--- config.mk ---
export PLATFORM = sky130hd
export DESIGN_NAME = qsss_sync_select
export DESIGN_NICKNAME = d
export VERILOG_FILES = /design/src/qsss_pkg.sv /design/src/qsss_sync_if.sv /design/src/qsss_shadow_group.sv /design/src/qsss_sync_select.sv
export SDC_FILE = /design/constraint.sdc
export NUM_CORES = 1
export LEC_CHECK = 0
export ABC_AREA = 1
export BUFFER_PORTS_ARGS = -buffer_cell sky130_fd_sc_hd__buf_2
export CAP_MARGIN = 20
export CORE_UTILIZATION = 62
export CTS_BUF_LIST = sky130_fd_sc_hd__clkbuf_4
export CTS_CLUSTER_SIZE = 14
export DETAILED_ROUTE_END_ITERATION = 6
export PLACE_DENSITY_LB_ADDON = 0.15
export SYNTH_ARGS = -nofsm -noshare
export SYNTH_HDL_FRONTEND = slang
export SYNTH_SLANG_ARGS = --single-unit
export TNS_END_PERCENT = 100
--- constraint.sdc ---
create_clock -name aclk -period 3.6 [get_ports aclk]
set_input_delay 0.72 -clock aclk [delete_from_list [all_inputs] [get_ports aclk]]
set_output_delay 0.72 -clock aclk [all_outputs]
set_load 0.01 [all_outputs]
--- src/qsss_pkg.sv ---
// constants and types for the correction shadow sync-select register bank
package qsss_pkg;

  // bus geometry
  localparam int unsigned AXI_AW = 10;
  localparam int unsigned AXI_DW = 32;
  localparam int unsigned REG_W  = 16;
  localparam int unsigned NGRP   = 4;
  localparam int unsigned FLD_W  = 4;

  // register indices; byte address is four times the index
  localparam logic [7:0] IDX_RSVD_A    = 8'h1c;  // factory_reserved_a
  localparam logic [7:0] IDX_RSVD_B    = 8'h1d;  // factory_reserved_b
  localparam logic [7:0] IDX_SYNC_SEL  = 8'h1e;  // correction_sync_select
  localparam logic [7:0] IDX_SW_SYNC   = 8'h40;  // software sync control
  localparam logic [7:0] IDX_PEND_BASE = 8'h41;  // pending values, one per group
  localparam logic [7:0] IDX_ACT_BASE  = 8'h45;  // active values, read only

  // reset values
  localparam logic [15:0] SYNC_SEL_RST = 16'h1111;
  localparam logic [15:0] RSVD_RST     = 16'h0000;
  localparam logic [15:0] PEND_RST     = 16'h0000;
  localparam logic [15:0] ACT_RST      = 16'h0000;

  // field lsb per group: 0 offset ab, 1 offset cd, 2 gain/phase ab, 3 gain/phase cd
  localparam int unsigned GRP_LSB [NGRP] = '{12, 8, 4, 0};

  // source bit order inside a field
  localparam int unsigned SRC_SW     = 3;
  localparam int unsigned SRC_PIN    = 2;
  localparam int unsigned SRC_STROBE = 1;
  localparam int unsigned SRC_AUTO   = 0;

  // software sync bit position in its control register
  localparam int unsigned SW_SYNC_BIT = 0;

  // axi responses
  localparam logic [1:0] RESP_OKAY   = 2'h0;
  localparam logic [1:0] RESP_SLVERR = 2'h2;

  // bus channel states
  typedef enum logic [0:0] {WR_IDLE = 1'h0, WR_RESP = 1'h1} qsss_wr_state_t;
  typedef enum logic [0:0] {RD_IDLE = 1'h0, RD_DATA = 1'h1} qsss_rd_state_t;

endpackage : qsss_pkg

--- src/qsss_sync_if.sv ---
// sync event bundle shared by the register bank and its shadow groups
`timescale 1ns/1ns
interface qsss_sync_if;
  logic sw_evt;      // software sync rising edge
  logic pin_evt;     // sync pin rising edge
  logic strobe_evt;  // output strobe rising edge

  modport src (output sw_evt, output pin_evt, output strobe_evt);
  modport dst (input sw_evt, input pin_evt, input strobe_evt);
endinterface : qsss_sync_if

--- src/qsss_shadow_group.sv ---
// one double-buffered correction group: pending value copied to active on an enabled sync
`timescale 1ns/1ns
module qsss_shadow_group (
  // clock and reset
  input  wire logic                           aclk,
  input  wire logic                           aresetn,
  // source selection and events
  input  wire logic [qsss_pkg::FLD_W-1:0]     sources,
  qsss_sync_if.dst                            evt,
  input  wire logic                           auto_evt,
  // values
  input  wire logic [qsss_pkg::REG_W-1:0]     pending,
  output logic      [qsss_pkg::REG_W-1:0]     active
);

  logic [qsss_pkg::REG_W-1:0] active_r;
  logic [qsss_pkg::REG_W-1:0] active_nxt;
  logic [qsss_pkg::FLD_W-1:0] events;
  logic                       fire;

  // any enabled source copies, sources or-ed together
  always_comb begin
    events                       = '0;
    events[qsss_pkg::SRC_SW]     = evt.sw_evt;
    events[qsss_pkg::SRC_PIN]    = evt.pin_evt;
    events[qsss_pkg::SRC_STROBE] = evt.strobe_evt;
    events[qsss_pkg::SRC_AUTO]   = auto_evt;
    fire                         = |(sources & events);
    active_nxt                   = fire ? pending : active_r;
  end

  // active register
  always_ff @(posedge aclk) begin
    if (!aresetn) begin
      active_r <= qsss_pkg::ACT_RST;
    end else begin
      active_r <= active_nxt;
    end
  end

  assign active = active_r;

endmodule : qsss_shadow_group

--- src/qsss_sync_select.sv ---
// axi4-lite register bank selecting sync sources of the correction shadow registers
// Functional notes
// - bits 15:12 choose offset ab sources: sw, pin, strobe, auto-on-write.
// - bits 11:8 choose offset cd sources in the same order.
// - bits 7:4 choose gain/phase ab sources in the same order.
// - bits 3:0 choose gain/phase cd sources in the same order.
// - set bits enable sources; several may be set; enabled events are or-ed.
// - select register resets to 0x1111, auto sync only for every group.
// - indices 0x1c and 0x1d are factory reserved, held at zero.
`timescale 1ns/1ns
module qsss_sync_select (
  // clock and reset
  input  wire logic                                          aclk,
  input  wire logic                                          aresetn,
  // axi4-lite write address
  input  wire logic [qsss_pkg::AXI_AW-1:0]                   s_axi_awaddr,
  input  wire logic                                          s_axi_awvalid,
  output logic                                               s_axi_awready,
  // axi4-lite write data
  input  wire logic [qsss_pkg::AXI_DW-1:0]                   s_axi_wdata,
  input  wire logic [3:0]                                    s_axi_wstrb,
  input  wire logic                                          s_axi_wvalid,
  output logic                                               s_axi_wready,
  // axi4-lite write response
  output logic [1:0]                                         s_axi_bresp,
  output logic                                               s_axi_bvalid,
  input  wire logic                                          s_axi_bready,
  // axi4-lite read
  input  wire logic [qsss_pkg::AXI_AW-1:0]                   s_axi_araddr,
  input  wire logic                                          s_axi_arvalid,
  output logic                                               s_axi_arready,
  output logic [qsss_pkg::AXI_DW-1:0]                        s_axi_rdata,
  output logic [1:0]                                         s_axi_rresp,
  output logic                                               s_axi_rvalid,
  input  wire logic                                          s_axi_rready,
  // sync pins
  input  wire logic                                          sync_in,
  input  wire logic                                          output_strobe_input,
  // active correction values to the data paths
  output logic [qsss_pkg::NGRP-1:0][qsss_pkg::REG_W-1:0]     correction_active
);

  // write channel state
  qsss_pkg::qsss_wr_state_t                 wst_r, wst_nxt;
  logic                                     aw_got_r, aw_got_nxt;
  logic                                     w_got_r, w_got_nxt;
  logic [qsss_pkg::AXI_AW-1:0]              awaddr_r, awaddr_nxt;
  logic [qsss_pkg::AXI_DW-1:0]              wdata_r, wdata_nxt;
  logic [3:0]                               wstrb_r, wstrb_nxt;
  logic [1:0]                               bresp_r, bresp_nxt;
  // register contents
  logic [qsss_pkg::REG_W-1:0]               sync_sel_r, sync_sel_nxt;
  logic                                     sw_sync_r, sw_sync_nxt;
  logic [qsss_pkg::NGRP-1:0][qsss_pkg::REG_W-1:0] pend_r, pend_nxt;
  logic [qsss_pkg::NGRP-1:0]                auto_r, auto_nxt;
  // read channel state
  qsss_pkg::qsss_rd_state_t                 rst_r, rst_nxt;
  logic [qsss_pkg::AXI_DW-1:0]              rdata_r, rdata_nxt;
  logic [1:0]                               rresp_r, rresp_nxt;
  // edge history
  logic                                     sw_prev_r, sync_prev_r, strobe_prev_r;
  // decode helpers
  logic                                     have_aw, have_w;
  logic [qsss_pkg::AXI_AW-1:0]              wa;
  logic [qsss_pkg::AXI_DW-1:0]              wd;
  logic [3:0]                               ws;
  logic [7:0]                               widx, ridx;

  qsss_sync_if sync_bus ();

  // merge byte lanes of a 16-bit register; upper lanes have no storage
  function automatic logic [15:0] lane_merge(input logic [15:0] old,
                                             input logic [31:0] data,
                                             input logic [3:0]  strb);
    logic [15:0] res;
    res       = old;
    if (strb[0]) res[7:0]  = data[7:0];
    if (strb[1]) res[15:8] = data[15:8];
    return res;
  endfunction : lane_merge

  // rising edges become one-cycle events; the pins are taken as synchronous
  assign sync_bus.sw_evt     = sw_sync_r & ~sw_prev_r;
  assign sync_bus.pin_evt    = sync_in & ~sync_prev_r;
  assign sync_bus.strobe_evt = output_strobe_input & ~strobe_prev_r;

  // write channel: address and data taken in either order, then one response
  always_comb begin
    wst_nxt      = wst_r;
    aw_got_nxt   = aw_got_r;
    w_got_nxt    = w_got_r;
    awaddr_nxt   = awaddr_r;
    wdata_nxt    = wdata_r;
    wstrb_nxt    = wstrb_r;
    bresp_nxt    = bresp_r;
    sync_sel_nxt = sync_sel_r;
    sw_sync_nxt  = sw_sync_r;
    pend_nxt     = pend_r;
    auto_nxt     = '0;  // auto events last one cycle, in the same cycle the pending value lands
    s_axi_awready = (wst_r == qsss_pkg::WR_IDLE) && !aw_got_r;
    s_axi_wready  = (wst_r == qsss_pkg::WR_IDLE) && !w_got_r;
    have_aw      = aw_got_r | (s_axi_awvalid & s_axi_awready);
    have_w       = w_got_r | (s_axi_wvalid & s_axi_wready);
    wa           = aw_got_r ? awaddr_r : s_axi_awaddr;
    wd           = w_got_r ? wdata_r : s_axi_wdata;
    ws           = w_got_r ? wstrb_r : s_axi_wstrb;
    widx         = wa[9:2];
    unique case (wst_r)
      qsss_pkg::WR_IDLE: begin
        if (have_aw && have_w) begin
          aw_got_nxt = 1'b0;
          w_got_nxt  = 1'b0;
          wst_nxt    = qsss_pkg::WR_RESP;
          bresp_nxt  = qsss_pkg::RESP_OKAY;
          if (widx == qsss_pkg::IDX_SYNC_SEL) begin
            sync_sel_nxt = lane_merge(sync_sel_r, wd, ws);
          end else if (widx == qsss_pkg::IDX_SW_SYNC) begin
            if (ws[0]) begin
              sw_sync_nxt = wd[qsss_pkg::SW_SYNC_BIT];
            end
          end else if (widx == qsss_pkg::IDX_RSVD_A || widx == qsss_pkg::IDX_RSVD_B) begin
            bresp_nxt = qsss_pkg::RESP_OKAY;  // writes dropped, stays zero
          end else if (widx >= qsss_pkg::IDX_PEND_BASE && widx < qsss_pkg::IDX_ACT_BASE) begin
            for (int g = 0; g < qsss_pkg::NGRP; g++) begin
              if (widx == qsss_pkg::IDX_PEND_BASE + 8'(g)) begin
                pend_nxt[g] = lane_merge(pend_r[g], wd, ws);
                auto_nxt[g] = 1'b1;
              end
            end
          end else if (widx >= qsss_pkg::IDX_ACT_BASE
                       && widx < qsss_pkg::IDX_ACT_BASE + 8'(qsss_pkg::NGRP)) begin
            bresp_nxt = qsss_pkg::RESP_OKAY;  // active values are read only
          end else begin
            bresp_nxt = qsss_pkg::RESP_SLVERR;
          end
        end else begin
          if (s_axi_awvalid && s_axi_awready) begin
            aw_got_nxt = 1'b1;
            awaddr_nxt = s_axi_awaddr;
          end
          if (s_axi_wvalid && s_axi_wready) begin
            w_got_nxt = 1'b1;
            wdata_nxt = s_axi_wdata;
            wstrb_nxt = s_axi_wstrb;
          end
        end
      end
      qsss_pkg::WR_RESP: begin
        if (s_axi_bready) begin
          wst_nxt = qsss_pkg::WR_IDLE;
        end
      end
    endcase
  end

  // write side and register storage
  always_ff @(posedge aclk) begin
    if (!aresetn) begin
      wst_r         <= qsss_pkg::WR_IDLE;
      aw_got_r      <= 1'b0;
      w_got_r       <= 1'b0;
      awaddr_r      <= '0;
      wdata_r       <= '0;
      wstrb_r       <= '0;
      bresp_r       <= qsss_pkg::RESP_OKAY;
      sync_sel_r    <= qsss_pkg::SYNC_SEL_RST;
      sw_sync_r     <= 1'b0;
      pend_r        <= {qsss_pkg::NGRP{qsss_pkg::PEND_RST}};
      auto_r        <= '0;
      sw_prev_r     <= 1'b0;
      sync_prev_r   <= 1'b0;
      strobe_prev_r <= 1'b0;
    end else begin
      wst_r         <= wst_nxt;
      aw_got_r      <= aw_got_nxt;
      w_got_r       <= w_got_nxt;
      awaddr_r      <= awaddr_nxt;
      wdata_r       <= wdata_nxt;
      wstrb_r       <= wstrb_nxt;
      bresp_r       <= bresp_nxt;
      sync_sel_r    <= sync_sel_nxt;
      sw_sync_r     <= sw_sync_nxt;
      pend_r        <= pend_nxt;
      auto_r        <= auto_nxt;
      sw_prev_r     <= sw_sync_r;
      sync_prev_r   <= sync_in;
      strobe_prev_r <= output_strobe_input;
    end
  end

  assign s_axi_bvalid = (wst_r == qsss_pkg::WR_RESP);
  assign s_axi_bresp  = bresp_r;

  // read channel: data registered, answered the cycle after the address is taken
  always_comb begin
    rst_nxt       = rst_r;
    rdata_nxt     = rdata_r;
    rresp_nxt     = rresp_r;
    s_axi_arready = (rst_r == qsss_pkg::RD_IDLE);
    ridx          = s_axi_araddr[9:2];
    unique case (rst_r)
      qsss_pkg::RD_IDLE: begin
        if (s_axi_arvalid) begin
          rst_nxt   = qsss_pkg::RD_DATA;
          rdata_nxt = '0;
          rresp_nxt = qsss_pkg::RESP_OKAY;
          if (ridx == qsss_pkg::IDX_SYNC_SEL) begin
            rdata_nxt[15:0] = sync_sel_r;
          end else if (ridx == qsss_pkg::IDX_RSVD_A || ridx == qsss_pkg::IDX_RSVD_B) begin
            rdata_nxt[15:0] = qsss_pkg::RSVD_RST;
          end else if (ridx == qsss_pkg::IDX_SW_SYNC) begin
            rdata_nxt[qsss_pkg::SW_SYNC_BIT] = sw_sync_r;
          end else if (ridx >= qsss_pkg::IDX_PEND_BASE
                       && ridx < qsss_pkg::IDX_ACT_BASE + 8'(qsss_pkg::NGRP)) begin
            for (int g = 0; g < qsss_pkg::NGRP; g++) begin
              if (ridx == qsss_pkg::IDX_PEND_BASE + 8'(g)) begin
                rdata_nxt[15:0] = pend_r[g];
              end
              if (ridx == qsss_pkg::IDX_ACT_BASE + 8'(g)) begin
                rdata_nxt[15:0] = correction_active[g];
              end
            end
          end else begin
            rresp_nxt = qsss_pkg::RESP_SLVERR;
          end
        end
      end
      qsss_pkg::RD_DATA: begin
        if (s_axi_rready) begin
          rst_nxt = qsss_pkg::RD_IDLE;
        end
      end
    endcase
  end

  // read side registers
  always_ff @(posedge aclk) begin
    if (!aresetn) begin
      rst_r   <= qsss_pkg::RD_IDLE;
      rdata_r <= '0;
      rresp_r <= qsss_pkg::RESP_OKAY;
    end else begin
      rst_r   <= rst_nxt;
      rdata_r <= rdata_nxt;
      rresp_r <= rresp_nxt;
    end
  end

  assign s_axi_rvalid = (rst_r == qsss_pkg::RD_DATA);
  assign s_axi_rdata  = rdata_r;
  assign s_axi_rresp  = rresp_r;

  // one shadow group per four-bit field
  for (genvar g = 0; g < qsss_pkg::NGRP; g++) begin : g_grp
    qsss_shadow_group u_grp (
      .aclk     (aclk),
      .aresetn  (aresetn),
      .sources  (sync_sel_r[qsss_pkg::GRP_LSB[g] +: qsss_pkg::FLD_W]),
      .evt      (sync_bus),
      .auto_evt (auto_r[g]),
      .pending  (pend_r[g]),
      .active   (correction_active[g])
    );
  end

endmodule : qsss_sync_select

## After elaboration in Yosys (flattened, before gate mapping)

Cells that the tools add are included.

- Register bits after elaboration: 204
- Input bits: 65
- Output and inout bits: 105
- Logic and storage cells: 152

- $lt $le $gt $ge: 6
- Equal/unequal tests: 20
- Multiplexer cells: 39
- Bitwise operators: 22
- Reduce and logical (&&, ||, !) cells: 36

Operator list:

| kind | count |
|---|---|
| two-way mux 16 bit | 12 |
| == test 8 x 7 -> 1 bit (second input constant) | 14 |
| AND reduction 8 bit | 8 |
| == test 8 x 5 -> 1 bit (second input constant) | 6 |
| greater-or-equal comparator 8 x 7 -> 1 bit (second input constant) | 3 |
| < comparator 8 x 7 -> 1 bit (second input constant) | 3 |
| two-way mux 2 bit | 10 |
| AND 4 bit | 4 |
| OR reduction 4 bit | 4 |
| two-way mux 15 bit | 1 |
| two-way mux 1 bit | 13 |
| NOT 1 bit | 11 |
| two-way mux 10 bit | 1 |
| logical AND 1 bit | 8 |
| AND reduction 2 bit | 4 |
| AND reduction 4 bit | 2 |
| OR reduction 7 bit | 1 |
| AND reduction 3 bit | 2 |
| AND 1 bit | 5 |
| AND reduction 5 bit | 1 |
| case mux 1 bit (2 select lines) | 2 |
| nonzero test 2 bit | 2 |
| logical NOT 1 bit | 2 |
| logical OR 1 bit | 2 |
| OR 1 bit | 2 |

## Longest topological paths before layout

- Depth after elaboration: 13
- Mapped depth: 16
- Mapped depth without buffers: 14

## Modules after synthesis

Synthesis repeated with hierarchy kept, for this count alone.

- Cell total of the unflattened synthesis: 1532
- Area total of the unflattened synthesis: 10166.0 µm²

Modules (own cells, without submodules):

| module | times used | cells an instance | area each (µm²) | sequential area each (µm²) |
|---|---|---|---|---|
| qsss_sync_select | 1 | 1100 | 7348.3 | 2722.6 |
| qsss_shadow_group | 4 | 108 | 704.4 | 320.3 |

## Worst setup path before layout

No wires, ideal clock.

- Kind: in2reg
- Start: input port s_axi_awaddr[7] (netlist name)
- End: register pend_r[34] (netlist name)
- Library setup time: 0.132 ns
- Arrival time: 1.988 ns
- Required time: 3.468 ns
- Setup slack: 1.479 ns
- Stages: 9
- Path buffers: 1
- Path through: o21ai_0 nand3_1 nor2_4 nand2_2 nor2_2 nand2_2 clkbuf_2 o21ai_0 a21oi_1

- Word-level cells in the longest chain between the ends: 5
- Elaborated cells between the ends (all ways): 14
- Classes of those cells: order compare (2); eq/ne (5); mux (1); bitwise (3); reduce/logical (3)

Ends and longest elaborated chain:

| item | line | text |
|---|---|---|
| from (decl) | qsss_sync_select.sv:16 | `input wire logic [qsss_pkg::AXI_AW-1:0] s_axi_awaddr,` |
| two-way mux 10 bit (*) | qsss_sync_select.sv:104 | `wa = aw_got_r ? awaddr_r : s_axi_awaddr;` |
| parallel branches: the longest is 3 deep, another holds greater-or-equal comparator 8 x 7 -> 1 bit | - |  |
| AND reduction 8 bit (no source line) (*) | - |  |
| to (signal assigned) | qsss_sync_select.sv:168 | `pend_r <= {qsss_pkg::NGRP{qsss_pkg::PEND_RST}};` |
| to (signal assigned) | qsss_sync_select.sv:183 | `pend_r <= pend_nxt;` |
| to (decl) | qsss_sync_select.sv:54 | `logic [qsss_pkg::NGRP-1:0][qsss_pkg::REG_W-1:0] pend_r, pend_nxt;` |

Every way passes the cells marked *.
A chain may end at the register's enable or synchronous reset.

## Worst setup path in the final report

- Start: register aw_got_r
- End: register pend_r[62] (netlist name)

- Word-level cells in the longest chain between the ends: 6
- Elaborated cells between the ends (all ways): 19
- Classes of those cells: order compare (2); eq/ne (5); mux (1); bitwise (5); reduce/logical (6)

Ends and longest elaborated chain:

| item | line | text |
|---|---|---|
| from (decl) | qsss_sync_select.sv:45 | `logic aw_got_r, aw_got_nxt;` |
| from (signal assigned) | qsss_sync_select.sv:175 | `aw_got_r <= aw_got_nxt;` |
| parallel branches: the longest is 5 deep, another holds greater-or-equal comparator 8 x 7 -> 1 bit | - |  |
| AND reduction 8 bit (no source line) (*) | - |  |

Marked as above.

==> metrics.cfg <==
[drt]
post_drt_wl_per_cell_um=16.5
final_antenna_net_count=0
vias=9279
remaining_drc_errors=0
wl_mm=27.0
initialDrtViolationCount=1266
via_per_inst=5.69
dr.pass1.iters=5

[pwr]
p_sw_mw=1.31
p_clk_frac=0.278
p_sw_frac=0.312
peakVddDrop_v=0.000260
p_leak_nw=4.16
p_per_area_mw_per_mm2=411
power.internal_mw=2.89
pwr-share-comb=0.167
seq_power_share=0.555

[clocking]
cts_setup_buffers=0
cts.sinks=200
cts_resized=0
cts_made_buffers=17
cts_buffer_depth=2
htreeDepth=4
cts-root-buf=clkbuf_4
postCtsHoldBufs=0
cts_tree=built
clk_latency_ps=600
cts.clk_slew.worst_paths_ps=150

[critical_path]
critPathKind=reg -> reg
worstPathCellList=o21ai_0, inv_1, nand2_1, nor2_4, nand3_2, nor2_2, nand2_1, a21oi_1
arrival_ps=3300
cpPeakStageDelay_ps=760
cp-end-kind=flop
startpoint_type=flop
crit_required_ps=4120
path_max_fanout=18
worst-path-buf-inv=1
crit_top_cell=nand2_1
cpMaxStageDelayCell=dfxtp_1
critPathTopFamily=simple AND/OR/NAND/NOR gates

[final_layout]
syn_to_final_growth_pct=10.2
seq_area_mm2=0.00400
multi_input_area_mm2=0.00430
nFillCells=1337
postLayoutCoreUtil=0.701
layout-drive-gt1-share=0.161
layout_common_cells=o21ai_0 (217), dfxtp_1 (200), nand2_1 (172)
layout.nets=1498
final_common_cell=o21ai_0

[floorplanning]
fp-row-count=44
die_x_um=124
core_mm2=0.0146
start_util=0.636
fp.dieH_um=124
ios=170
die_area_mm2=0.0155

[logic_synthesis]
avgSynthCellArea_um2=6.97
synth-edff-count=0
syn_area_mm2=0.00928
postSynthRegisterBits=200
async_flop_share=0
synthCells=1332
yosysSeqAreaShare=0.432
ys.flop_type=dfxtp_1
ys_warn_count=0
ys_types=37

[timing]
finalHoldViolCount=0
max_slew.worst_pin.slew_ps=986
clock.fmax_ghz=0.360
grt_setup_unrepaired=no
setup_ws_ps=823
slew_violations=0
fin_tns_setup_ps=0
finalCritPeriodShare=0.771
relSlewSlack=0.342
skew_ps=14.0
layout_min_cycle_time_ps=2780
setup_viol=0

[global_routing]
grt_pass1_vias=7924
gr-usage-all-layers=0.346
grt-ovfl-total=0
antenna_found_initial=2
grt_max_degree=56
grt_first_pass_wirelength_mm=42.0

[place]
hpwl_mm=19.0
pre_cts_ws_ps=876
place.gp.congestion=0.923
portBuffers=129

[min_path]
min_path_type=in -> reg

[job]
maxCapViolCount=0

[outcome]
status=finished, final reports clean

-- synth_stat cells (2+ instances only) --
cell type | count | area (µm²)
dfxtp_1 | 200 | 4000
nor2_4 | 7 | 78.8
inv_2 | 4 | 15.0
a211oi_1 | 3 | 22.5
a21oi_1 | 146 | 731
nor2_2 | 8 | 50.1
o22ai_1 | 8 | 50.1
o21ai_0 | 217 | 1090
nand2_1 | 172 | 646
nor3_1 | 14 | 70.1
nand2_2 | 5 | 31.3
nand3_2 | 2 | 20.0
buf_6 | 4 | 45.0
clkinv_1 | 2 | 7.51
nand3_1 | 77 | 385
nand4_1 | 14 | 87.6
inv_1 | 157 | 589
buf_4 | 19 | 143
o21ai_1 | 18 | 90.1
nor2_1 | 155 | 582
o211ai_1 | 5 | 37.5
nand2_8 | 2 | 40.0
buf_2 | 9 | 45.0
clkbuf_1 | 47 | 176
o21a_1 | 3 | 22.5
or2_2 | 19 | 119
clkbuf_2 | 2 | 10.0
buf_1 | 4 | 15.0
-- flip-flops by register name (all words and copies together) (netlist names), 2 cells and up --
register	flops
g_grp.u_grp.active	64
s_axi_rdata	16
wdata_r	16
awaddr_r	8
auto_r	4
wstrb_r	2
sync_sel_r	16
pend_r	64
-- final cells by class --
class                      instances  area share
tap                              184      0.0225
multi-input combinational        900       0.420
clock inverter                    13      0.0128
clock buffer                      18      0.0132
antenna                            1    0.000245
sequential                       200       0.392
inverter                         164      0.0605
timing repair buffer             150      0.0788
-- tightest hold or removal path: stages --
cell and delay (ps):
buf_2 90, nand2_1 50, inv_1 40
-- final timing paths --
path	start	end	slack [ps]	cells past startpoint
max	aw_got_r	pend_r[62]	820	8
min reg2reg	awaddr_r[2]	awaddr_r[2]	460	2
max reg2reg	aw_got_r	pend_r[62]	820	8
min	sync_in	sync_prev_r	320	3
-- power by group through the flow --
| stage | combinational, mW | clock (mW) | sequential, mW |
|---|---|---|---|
| floorplan | 0.494 | 0 | 2.37 |
| global placement | 0.677 | 0 | 2.38 |
| detailed placement | 0.688 | 0 | 2.38 |
| CTS | 0.692 | 1.17 | 2.33 |
| global route | 0.773 | 1.27 | 2.34 |
| finish | 0.700 | 1.17 | 2.33 |
-- cells by family after synthesis --
family / synth area share
flip-flops: 0.432
AND/OR/NAND/NOR: 0.230
other: 0.000404
buffers and inverters: 0.113
AO/OA/AOI/OAI: 0.225
-- through the flow --
| stage | instance area [µm²] | std cells | hold WS, ps | total power, mW |
|---|---|---|---|---|
| 2_1_floorplan | 9340 | 1349 | 421 | 2.87 |
| 3_3_place_gp | 9960 | 1598 | 438 | 3.06 |
| 3_5_place_dp | 9960 | 1598 | 444 | 3.07 |
| 4_1_cts | 10200 | 1629 | 296 | 4.20 |
| 5_1_grt | 10200 | 1630 | 311 | 4.38 |
| 6_report | 10200 | 1630 | 320 | 4.20 |
-- routing by layer --
layer,global-route usage,wire length (µm)
met1,0.477,11400
met2,0.514,11900
met3,0.0631,2420
met4,0.188,1210
met5,0,12
Note: power is estimated with default switching activity, not from simulation.
